<file path="src/design/seq_pkg.sv">
// Constants, types and the register map of the power-good sequencer
// Notes on behaviour
// - Sleep high, deeper low: Active, voltage code
// - Both low: Deep Sleep, deep setpoint
// - Deeper high, sleep low: Deeper Sleep setpoint
// - Discontinuous switching only in sleep modes
// - Negative current ends low side until next cycle, in sleep modes only
// - Start-up regulates to boot setpoint
// - Power-good pin input during start-up, await release
// - Sink current detected starts power-good timer
// - On release capture voltage code, regulate to it
// - Wait 10 us before ramping to code
// - Power-good timer counts 3072 switching cycles
// - Power-good high only after timer expiry
// - Blank power-good faults during code/mode transitions
// - Overvoltage or undervoltage pulls power-good low
// - Overcurrent when current at or above threshold
// - Power-good lines wired together, low dominates
// - Active mode follows voltage code changes
// - Undervoltage over 32 cycles latches off
// - Overcurrent up/down count to 32 latches off
package seq_pkg;
  // Clock and switching timing
  localparam int CLK_FREQ_MHZ = 100;
  localparam int SW_FREQ_KHZ = 300;
  localparam int SW_PERIOD_CYCLES = CLK_FREQ_MHZ * 1000 / SW_FREQ_KHZ;
  localparam int RAMP_DELAY_US = 10;
  localparam int RAMP_DELAY_CYCLES = RAMP_DELAY_US * CLK_FREQ_MHZ;
  localparam int PG_DELAY_SW_CYCLES = 3072;
  localparam int FAULT_SW_CYCLES = 32;
  localparam int UV_TRIP_COUNT = FAULT_SW_CYCLES + 1;
  localparam int MASK_SW_CYCLES = 32;
  // Register map
  localparam logic [7:0] CTRL_OFFSET = 8'h00;
  localparam logic [7:0] STATUS_OFFSET = 8'h04;
  localparam int CTRL_ENABLE_BIT = 0;
  localparam logic CTRL_ENABLE_RESET = 1'b1;
  localparam int STATUS_STATE_LSB = 0;
  localparam int STATUS_MODE_LSB = 8;
  localparam int STATUS_DCM_BIT = 12;
  localparam int STATUS_PG_BIT = 13;
  localparam int STATUS_UV_BIT = 16;
  localparam int STATUS_OC_BIT = 17;
  localparam int STATUS_OV_BIT = 18;
  localparam int STATUS_MASK_BIT = 19;
  localparam logic [5:0] CODE_RESET = 6'h3f;
  // Sequencer states
  typedef enum logic [6:0] {
    ST_OFF      = 7'b000_0001,
    ST_BOOT     = 7'b000_0010,
    ST_WAIT_REL = 7'b000_0100,
    ST_HOLD     = 7'b000_1000,
    ST_RUN      = 7'b001_0000,
    ST_GOOD     = 7'b010_0000,
    ST_FAULT    = 7'b100_0000
  } seq_state_t;
  // Operating modes
  typedef enum logic [2:0] {
    MODE_ACTIVE = 3'b001,
    MODE_DEEP   = 3'b010,
    MODE_DEEPER = 3'b100
  } mode_t;
  // Regulation target select
  typedef enum logic [3:0] {
    TGT_BOOT   = 4'b0001,
    TGT_CODE   = 4'b0010,
    TGT_DEEP   = 4'b0100,
    TGT_DEEPER = 4'b1000
  } target_t;
endpackage : seq_pkg

</file>
<file path="src/design/sleep_mode_powergood_sequencer.sv">
// Sleep-mode decode, start-up and power-good sequencing, fault latch-off
`timescale 1ns/1ps
module sleep_mode_powergood_sequencer (
  input wire logic i_clk,
  input wire logic i_sys_rst,
  // APB slave
  input wire logic i_psel,
  input wire logic i_penable,
  input wire logic i_pwrite,
  input wire logic [7:0] i_paddr,
  input wire logic [31:0] i_pwdata,
  output logic [31:0] o_prdata,
  output logic o_pready,
  output logic o_pslverr,
  // Pins and analog comparator results
  input wire logic i_enable,
  input wire logic i_sleep_request_in,
  input wire logic i_deeper_sleep_request_in,
  input wire logic [5:0] i_voltage_code,
  input wire logic i_boot_reached,
  input wire logic i_pg_sink_detect,
  input wire logic i_ov_cmp,
  input wire logic i_uv_cmp,
  input wire logic i_oc_cmp,
  input wire logic i_neg_current,
  input wire logic i_pwm_high,
  input wire logic i_power_good_pin,
  output logic o_power_good_pin,
  output logic o_power_good_pin_oe_n,
  output logic o_system_power_ok,
  output logic [3:0] o_target_sel,
  output logic [5:0] o_dac_code,
  output logic o_high_side_on,
  output logic o_low_side_on,
  output logic o_discontinuous,
  output logic o_overcurrent
);
  localparam int NSYNC = 17;

  logic [NSYNC-1:0] sync_a;
  logic [NSYNC-1:0] sync_b;
  logic en_pin;
  logic sleep_req;
  logic deeper_req;
  logic [5:0] code_in;
  logic boot_ok;
  logic sink_det;
  logic ov;
  logic uv;
  logic oc;
  logic neg_cur;
  logic pwm_hi;
  logic pg_pin;
  logic soft_enable;
  logic enabled;
  seq_pkg::seq_state_t state;
  seq_pkg::seq_state_t next_state;
  seq_pkg::mode_t mode;
  seq_pkg::mode_t next_mode;
  logic [5:0] code_held;
  logic [8:0] sw_count;
  logic sw_tick;
  logic [9:0] ramp_count;
  logic [11:0] pg_count;
  logic pg_expired;
  logic [5:0] mask_count;
  logic masked;
  logic transition;
  logic uv_trip;
  logic oc_trip;
  logic ov_latch;
  logic any_fault;
  logic regulating;
  logic dcm_en;
  logic tristate;
  logic pg_good;
  logic apb_access;
  logic [31:0] status_word;

  // Two-flop synchroniser for every asynchronous input
  always_ff @(posedge i_clk)
  begin
    if (i_sys_rst)
    begin
      sync_a <= '0;
      sync_b <= '0;
    end
    else
    begin
      sync_a <= {i_enable, i_sleep_request_in, i_deeper_sleep_request_in, i_voltage_code,
                 i_boot_reached, i_pg_sink_detect, i_ov_cmp, i_uv_cmp, i_oc_cmp,
                 i_neg_current, i_pwm_high, i_power_good_pin};
      sync_b <= sync_a;
    end
  end

  // Name the synchronised inputs
  assign {en_pin, sleep_req, deeper_req, code_in, boot_ok, sink_det, ov, uv, oc,
          neg_cur, pwm_hi, pg_pin} = sync_b;
  assign enabled = en_pin && soft_enable;

  // Switching-cycle clock from the system clock
  always_ff @(posedge i_clk)
  begin
    if (i_sys_rst || sw_tick)
      sw_count <= 9'h000;
    else
      sw_count <= sw_count + 9'h001;
  end
  assign sw_tick = (sw_count == 9'(seq_pkg::SW_PERIOD_CYCLES - 1));

  // Mode decode from the two sleep request inputs
  always_comb
  begin
    if (deeper_req)
      next_mode = seq_pkg::MODE_DEEPER;
    else if (sleep_req)
      next_mode = seq_pkg::MODE_ACTIVE;
    else
      next_mode = seq_pkg::MODE_DEEP;
  end

  always_ff @(posedge i_clk)
  begin
    if (i_sys_rst)
      mode <= seq_pkg::MODE_ACTIVE;
    else
      mode <= next_mode;
  end

  // Held voltage code: captured at release, then tracked in Active mode
  always_ff @(posedge i_clk)
  begin
    if (i_sys_rst)
      code_held <= seq_pkg::CODE_RESET;
    else if (state == seq_pkg::ST_WAIT_REL && sink_det)
      code_held <= code_in;
    else if ((state == seq_pkg::ST_RUN || state == seq_pkg::ST_GOOD) && mode == seq_pkg::MODE_ACTIVE)
      code_held <= code_in;
  end

  // Code or mode change blanks power-good faults for a window
  // Code compare only where the held code tracks, so sleep modes do not mask forever
  assign transition = (next_mode != mode) ||
                      ((state == seq_pkg::ST_RUN || state == seq_pkg::ST_GOOD) &&
                       mode == seq_pkg::MODE_ACTIVE && code_in != code_held);

  always_ff @(posedge i_clk)
  begin
    if (i_sys_rst)
      mask_count <= 6'h00;
    else if (transition)
      mask_count <= 6'(seq_pkg::MASK_SW_CYCLES);
    else if (sw_tick && mask_count != 6'h00)
      mask_count <= mask_count - 6'h01;
  end
  assign masked = (mask_count != 6'h00) || transition;

  // Fault counters in switching cycles
  fault_cycle_counter #(
    .UP_DOWN(1'b0),
    .LIMIT(seq_pkg::UV_TRIP_COUNT)
  ) u_uv_counter (
    .i_clk(i_clk),
    .i_sys_rst(i_sys_rst),
    .i_clear(!enabled || state == seq_pkg::ST_OFF), // Trip survives FAULT
    .i_tick(sw_tick),
    .i_cond(uv && regulating),
    .o_trip(uv_trip)
  );

  fault_cycle_counter #(
    .UP_DOWN(1'b1),
    .LIMIT(seq_pkg::FAULT_SW_CYCLES)
  ) u_oc_counter (
    .i_clk(i_clk),
    .i_sys_rst(i_sys_rst),
    .i_clear(!enabled || state == seq_pkg::ST_OFF), // Trip survives FAULT
    .i_tick(sw_tick),
    .i_cond(oc && regulating),
    .o_trip(oc_trip)
  );

  // Overvoltage latch, cleared only by reset or disable
  always_ff @(posedge i_clk)
  begin
    if (i_sys_rst || !enabled)
      ov_latch <= 1'b0;
    else if (regulating && ov && !masked)
      ov_latch <= 1'b1;
  end
  assign any_fault = uv_trip || oc_trip || ov_latch;

  // Sequencer next state
  always_comb
  begin
    next_state = state;
    case (state)
      seq_pkg::ST_OFF:
        if (enabled)
          next_state = seq_pkg::ST_BOOT;
      seq_pkg::ST_BOOT:
        if (boot_ok)
          next_state = seq_pkg::ST_WAIT_REL;
      seq_pkg::ST_WAIT_REL:
        if (sink_det)
          next_state = seq_pkg::ST_HOLD;
      seq_pkg::ST_HOLD:
        if (ramp_count == 10'(seq_pkg::RAMP_DELAY_CYCLES - 1))
          next_state = seq_pkg::ST_RUN;
      seq_pkg::ST_RUN:
        if (pg_expired)
          next_state = seq_pkg::ST_GOOD;
      seq_pkg::ST_GOOD:
        next_state = seq_pkg::ST_GOOD;
      seq_pkg::ST_FAULT:
        next_state = seq_pkg::ST_FAULT;
      default:
        next_state = seq_pkg::ST_OFF;
    endcase
    if (any_fault && state != seq_pkg::ST_OFF)
      next_state = seq_pkg::ST_FAULT;
    if (!enabled)
      next_state = seq_pkg::ST_OFF;
  end

  always_ff @(posedge i_clk)
  begin
    if (i_sys_rst)
      state <= seq_pkg::ST_OFF;
    else
      state <= next_state;
  end

  assign regulating = (state == seq_pkg::ST_BOOT) || (state == seq_pkg::ST_WAIT_REL) ||
                      (state == seq_pkg::ST_HOLD) || (state == seq_pkg::ST_RUN) ||
                      (state == seq_pkg::ST_GOOD);

  // Delay before ramp to the voltage code
  always_ff @(posedge i_clk)
  begin
    if (i_sys_rst || state != seq_pkg::ST_HOLD)
      ramp_count <= 10'h000;
    else
      ramp_count <= ramp_count + 10'h001;
  end

  // Power-good delay timer, started by the sink-current detection
  always_ff @(posedge i_clk)
  begin
    if (i_sys_rst || !(state == seq_pkg::ST_HOLD || state == seq_pkg::ST_RUN))
      pg_count <= 12'h000;
    else if (sw_tick && !pg_expired)
      pg_count <= pg_count + 12'h001;
  end
  assign pg_expired = (pg_count == 12'(seq_pkg::PG_DELAY_SW_CYCLES));

  // Regulation target and DAC code
  always_ff @(posedge i_clk)
  begin
    if (i_sys_rst)
    begin
      o_target_sel <= seq_pkg::TGT_BOOT;
      o_dac_code <= seq_pkg::CODE_RESET;
    end
    else
    begin
      o_dac_code <= code_held;
      if (state == seq_pkg::ST_RUN || state == seq_pkg::ST_GOOD)
      begin
        case (mode)
          seq_pkg::MODE_DEEP: o_target_sel <= seq_pkg::TGT_DEEP;
          seq_pkg::MODE_DEEPER: o_target_sel <= seq_pkg::TGT_DEEPER;
          default: o_target_sel <= seq_pkg::TGT_CODE;
        endcase
      end
      else
        o_target_sel <= seq_pkg::TGT_BOOT;
    end
  end

  // Discontinuous switching in sleep modes only, from current feedback
  assign dcm_en = (state == seq_pkg::ST_RUN || state == seq_pkg::ST_GOOD) &&
                  (mode != seq_pkg::MODE_ACTIVE);

  // Three-state hold until the next switching cycle
  always_ff @(posedge i_clk)
  begin
    if (i_sys_rst || sw_tick)
      tristate <= 1'b0;
    else if (dcm_en && neg_cur && !pwm_hi)
      tristate <= 1'b1;
  end

  // Gate drive outputs, both off outside regulation
  always_ff @(posedge i_clk)
  begin
    if (i_sys_rst)
    begin
      o_high_side_on <= 1'b0;
      o_low_side_on <= 1'b0;
    end
    else
    begin
      o_high_side_on <= regulating && pwm_hi;
      o_low_side_on <= regulating && !pwm_hi && !tristate &&
                       !(dcm_en && neg_cur);
    end
  end

  // Power-good decision: window faults drop it unless blanked
  assign pg_good = (state == seq_pkg::ST_GOOD) && !any_fault &&
                   !((ov || uv) && !masked);

  // Open-drain pin: sink unless good; the shared line reads low if any pulls
  always_ff @(posedge i_clk)
  begin
    if (i_sys_rst)
    begin
      o_power_good_pin <= 1'b0;
      o_power_good_pin_oe_n <= 1'b0;
      o_system_power_ok <= 1'b0;
    end
    else
    begin
      o_power_good_pin <= 1'b0;
      o_power_good_pin_oe_n <= pg_good;
      o_system_power_ok <= pg_pin;
    end
  end

  // Status flags to pins
  always_ff @(posedge i_clk)
  begin
    if (i_sys_rst)
    begin
      o_discontinuous <= 1'b0;
      o_overcurrent <= 1'b0;
    end
    else
    begin
      o_discontinuous <= dcm_en;
      o_overcurrent <= oc;
    end
  end

  // APB: zero-wait slave
  assign apb_access = i_psel && i_penable;
  assign o_pready = 1'b1;

  always_ff @(posedge i_clk)
  begin
    if (i_sys_rst)
      soft_enable <= seq_pkg::CTRL_ENABLE_RESET;
    else if (apb_access && i_pwrite && i_paddr == seq_pkg::CTRL_OFFSET)
      soft_enable <= i_pwdata[seq_pkg::CTRL_ENABLE_BIT];
  end

  // Status word assembly
  always_comb
  begin
    status_word = 32'h0000_0000;
    status_word[seq_pkg::STATUS_STATE_LSB +: 7] = state;
    status_word[seq_pkg::STATUS_MODE_LSB +: 3] = mode;
    status_word[seq_pkg::STATUS_DCM_BIT] = dcm_en;
    status_word[seq_pkg::STATUS_PG_BIT] = pg_good;
    status_word[seq_pkg::STATUS_UV_BIT] = uv_trip;
    status_word[seq_pkg::STATUS_OC_BIT] = oc_trip;
    status_word[seq_pkg::STATUS_OV_BIT] = ov_latch;
    status_word[seq_pkg::STATUS_MASK_BIT] = masked;
  end

  // Read data and error for unmapped addresses
  always_comb
  begin
    o_prdata = 32'h0000_0000;
    o_pslverr = 1'b0;
    if (!apb_access)
      o_pslverr = 1'b0;
    else if (i_paddr == seq_pkg::CTRL_OFFSET)
      o_prdata = {31'h0000_0000, soft_enable};
    else if (i_paddr == seq_pkg::STATUS_OFFSET)
    begin
      o_prdata = i_pwrite ? 32'h0000_0000 : status_word;
      o_pslverr = i_pwrite;
    end
    else
      o_pslverr = 1'b1;
  end
endmodule : sleep_mode_powergood_sequencer

</file>
<file path="src/design/fault_cycle_counter.sv">
// Switching-cycle fault counter with latched trip
`timescale 1ns/1ps
module fault_cycle_counter #(
  parameter bit UP_DOWN = 1'b0,
  parameter int LIMIT = 32
) (
  input wire logic i_clk,
  input wire logic i_sys_rst,
  input wire logic i_clear,
  input wire logic i_tick,
  input wire logic i_cond,
  output logic o_trip
);
  logic [6:0] count;

  // Count cycles while the condition holds; otherwise drain or restart
  always_ff @(posedge i_clk)
  begin
    if (i_sys_rst || i_clear)
      count <= 7'h00;
    else if (i_tick && i_cond && count != LIMIT[6:0])
      count <= count + 7'h01;
    else if (i_tick && !i_cond)
    begin
      if (!UP_DOWN)
        count <= 7'h00;
      else if (count != 7'h00)
        count <= count - 7'h01;
    end
  end

  // Trip latches until cleared
  always_ff @(posedge i_clk)
  begin
    if (i_sys_rst || i_clear)
      o_trip <= 1'b0;
    else if (count == LIMIT[6:0])
      o_trip <= 1'b1;
  end
endmodule : fault_cycle_counter

</file>
<file path="config.mk">
export PLATFORM = sky130hd
export DESIGN_NAME = sleep_mode_powergood_sequencer
export DESIGN_NICKNAME = d
export VERILOG_FILES = /design/src/design/seq_pkg.sv /design/src/design/sleep_mode_powergood_sequencer.sv /design/src/design/fault_cycle_counter.sv
export SDC_FILE = /design/constraint.sdc
export NUM_CORES = 1
export LEC_CHECK = 0
export BUFFER_PORTS_ARGS = -buffer_cell sky130_fd_sc_hd__buf_2
export CORE_MARGIN = 10
export CORE_UTILIZATION = 58
export DETAILED_ROUTE_END_ITERATION = 12
export GPL_ROUTABILITY_DRIVEN = 0
export PLACE_DENSITY = 0.91
export SLEW_MARGIN = 5
export SYNTH_ARGS = -nofsm -noshare
export SYNTH_HDL_FRONTEND = slang
export SYNTH_SLANG_ARGS = --single-unit
export TNS_END_PERCENT = 10
</file>
<file path="constraint.sdc">
create_clock -name i_clk -period 9.51 [get_ports i_clk]
set_input_delay 2.3775 -clock i_clk [delete_from_list [all_inputs] [get_ports i_clk]]
set_output_delay 2.3775 -clock i_clk [all_outputs]
set_load 0.1 [all_outputs]
</file>
==> impl_metrics.ini <==
[clock_network]
cts_tree = done
post-cts-setup-buffers = 0
path_clk_slew_ps = 60
cts_max_level = 4
cts.path.max_buffers = 2
cts_hold_buf = 0
clk_latency_ps = 530
cts-root-buf = clkbuf_8
numCtsBuffers = 17
cts_resized = 0
cts_sinks = 122

[detailed_routing]
drc = 0
vias = 4170
drtPass1Iterations = 5
viasPerCell = 5.52
drt_wl_total_um = 12000
wire_per_inst_um = 15.9
final_antenna_net_count = 0
drt-initial-drc-count = 237

[finish]
final_nets = 711
n_fill_cell = 639
multi_input_area_mm2 = 0.00260
register_area_mm2 = 0.00244
antenna_cells = 0
drive_gt1_share_pct = 18.2
syn_to_final_growth_pct = 17.2

[power_and_ir_drop]
total_power_uw = 1210
total_leakage_power_uw = 0.00248
vdd_drop_max_mv = 0.200
power_per_cell_area_mw_per_mm2 = 196

[timing]
final.setup.tns_ps = 0
clock_skew_ps = 9.51
clock.fmax_mhz = 137
period_needed_ps = 7280
fin_crit_sh_pct = 76.6
maxSlewHeadroom_pct = 40.1
finalMaxSlewViolations = 0
worst_pin_slew_ps = 898
finalHoldViolations = 0
grt_setup_unrepaired = false
setup_violations = 0

[setup_path]
required_ps = 7130
r2r_setup_slack_ps = 5900
crit_path_frequent_cell = buf_2
start_kind = input pin
critPathMaxFanout = 11
crit_family = simple AND/OR/NAND/NOR gates
worstPathArrival_ps = 4910
critPathBufInv = 2
crit_start = i_paddr[5]
worst-setup-path-type = input pin to primary output
crit_chain = buf_2 -> or4_1 -> nor4_1 -> nand3_1 -> nor3b_2 -> and2_1 -> buf_2
cpPeakStageDelay_ps = 650
crit_path_top_delay_cell = nor3b_2
endpoint_kind = primary output
rr_startpoint = sw_count[0]

[synthesis]
ys_seq_elements = 122
syn_avg_cell_area_um2 = 9.26
synth_area_leader_cell = dfxtp_1
ys_warn_count = 0
synthTopCellsByArea = dfxtp_1, nor2_1, nor2b_1
synth_top_area_share_pct = 46.4
synth_cell_type_count = 55
synth_edf_count = 0
syn_inst = 568
synth_seq_area_share_pct = 46.4
ys_async_sr_fraction_pct = 0
synth_area_mm2 = 0.00526
synthFlopType = dfxtp_1

[die]
fp.dieW_um = 115
rows = 34
ios = 113
fp.dieH_um = 115
die_area_mm2 = 0.0133
coreArea_mm2 = 0.00876
start_util_pct = 60.0

[status]
outcome = complete, no violations

[global_routing]
grt_use_total_pct = 18.2
grt_pass1_vias = 4106
grt_pass1_wl_um = 19800
grt_overflow = 0
grt_max_degree = 51
antenna_found_initial = 0

[hold_path]
hold_path.class = register to register
hold_start = sync_a[13]

[job]
maxCapViolations = 0

[place]
dpl.hpwl_um = 8200
port_buffers = 63
==> kinds of logic after synthesis <==
| kind of cell | Yosys count | share of synthesized area, % |
|---|---|---|
| other cells | 2 | 0.143 |
| fa+ha+maj | 15 | 3.71 |
| buf+inv | 54 | 5.35 |
| xor+xnor | 43 | 7.16 |
| mux | 13 | 2.71 |
| simple gates | 266 | 28.0 |
| flops | 122 | 46.4 |
| compound gates | 53 | 6.52 |
==> worst paths after layout <==
kind / endpoint / cells after the start
worst max register to register: u_oc_counter.count[6] / 14
worst max-delay path: o_prdata[4] / 7
worst min-delay path: sync_b[13] / 1
worst min register to register: sync_b[13] / 1
==> through the flow <==
step | util, % | area [um2] | hold WS [ps] | setup WS, ps | std cells
2_1_floorplan | - | 5320 | 399 | 1050 | 584
3_3_place_gp | 63.8 | 5590 | 410 | 2050 | 723
3_5_place_dp | 63.8 | 5590 | 419 | 1900 | 723
4_1_cts | 70.3 | 6160 | 437 | 1850 | 755
5_1_grt | 70.3 | 6160 | 456 | 2050 | 755
6_report | 70.3 | 6160 | 437 | 2230 | 755
==> cells in the mapped netlist, drive strengths merged (14+ instances only) <==
cell type and number:
xor2 24, dfxtp 122, nor2b 40, xnor2 19
and2 15, inv 17, buf 22, nand2 33
clkbuf 15, ha 14, o21ai 14, nor2 69
nand3 20
==> per-layer routing <==
metal	routed length, um	GRT usage [%]
met5	0	0
met4	207	6.44
met3	941	7.71
met2	6030	30.1
met1	4850	20.7
==> where the power goes <==
part           switching, uW  leakage (uW)  internal (uW)  total (uW)
Clock                    261      0.000276            356         618
Combinational           49.2       0.00121           14.4        63.6
Sequential              6.97      0.000993            520         527
Total                    317       0.00248            891        1210
==> cell usage in the layout (no fill, tap or decap), drive strengths merged, types with 5 or more instances in the layout <==
master / netlist / layout
dfxtp: 122 / 122
nor2: 69 / 69
buf: 22 / 68
nor2b: 40 / 40
nand2: 33 / 33
inv: 17 / 26
xor2: 24 / 24
nand3: 20 / 20
xnor2: 19 / 19
conb: 2 / 18
clkbuf: 15 / 17
and2: 15 / 15
o21ai: 14 / 14
ha: 14 / 14
mux2i: 13 / 13
nor3: 11 / 11
or2: 10 / 10
a21oi: 10 / 10
and3: 9 / 9
and4: 8 / 8
nor3b: 8 / 8
or3: 6 / 6
a211oi: 6 / 6
nand4: 6 / 6
nand2b: 5 / 5
nor4b: 5 / 5
o31ai: 5 / 5
==> sequential cells by signal (all words and copies together) (netlist names), 4 cells and up <==
| signal | count |
|---|---|
| pg_count | 12 |
| u_uv_counter.count | 7 |
| code_held | 6 |
| state | 7 |
| sync_b | 17 |
| sw_count | 9 |
| u_oc_counter.count | 7 |
| mask_count | 6 |
| ramp_count | 10 |
| o_dac_code | 6 |
| o_target_sel | 4 |
| sync_a | 17 |
==> cell type report <==
| class | instances | share of cell area, % |
|---|---|---|
| Tap cell | 108 | 2.19 |
| Timing Repair Buffer | 68 | 5.73 |
| Sequential cell | 122 | 39.6 |
| Inverter | 17 | 1.04 |
| Multi-Input combinational cell | 408 | 42.2 |
| Clock inverter | 15 | 2.50 |
| Clock buffer | 17 | 6.72 |
No activity file was read; power rests on OpenSTA's default activity.
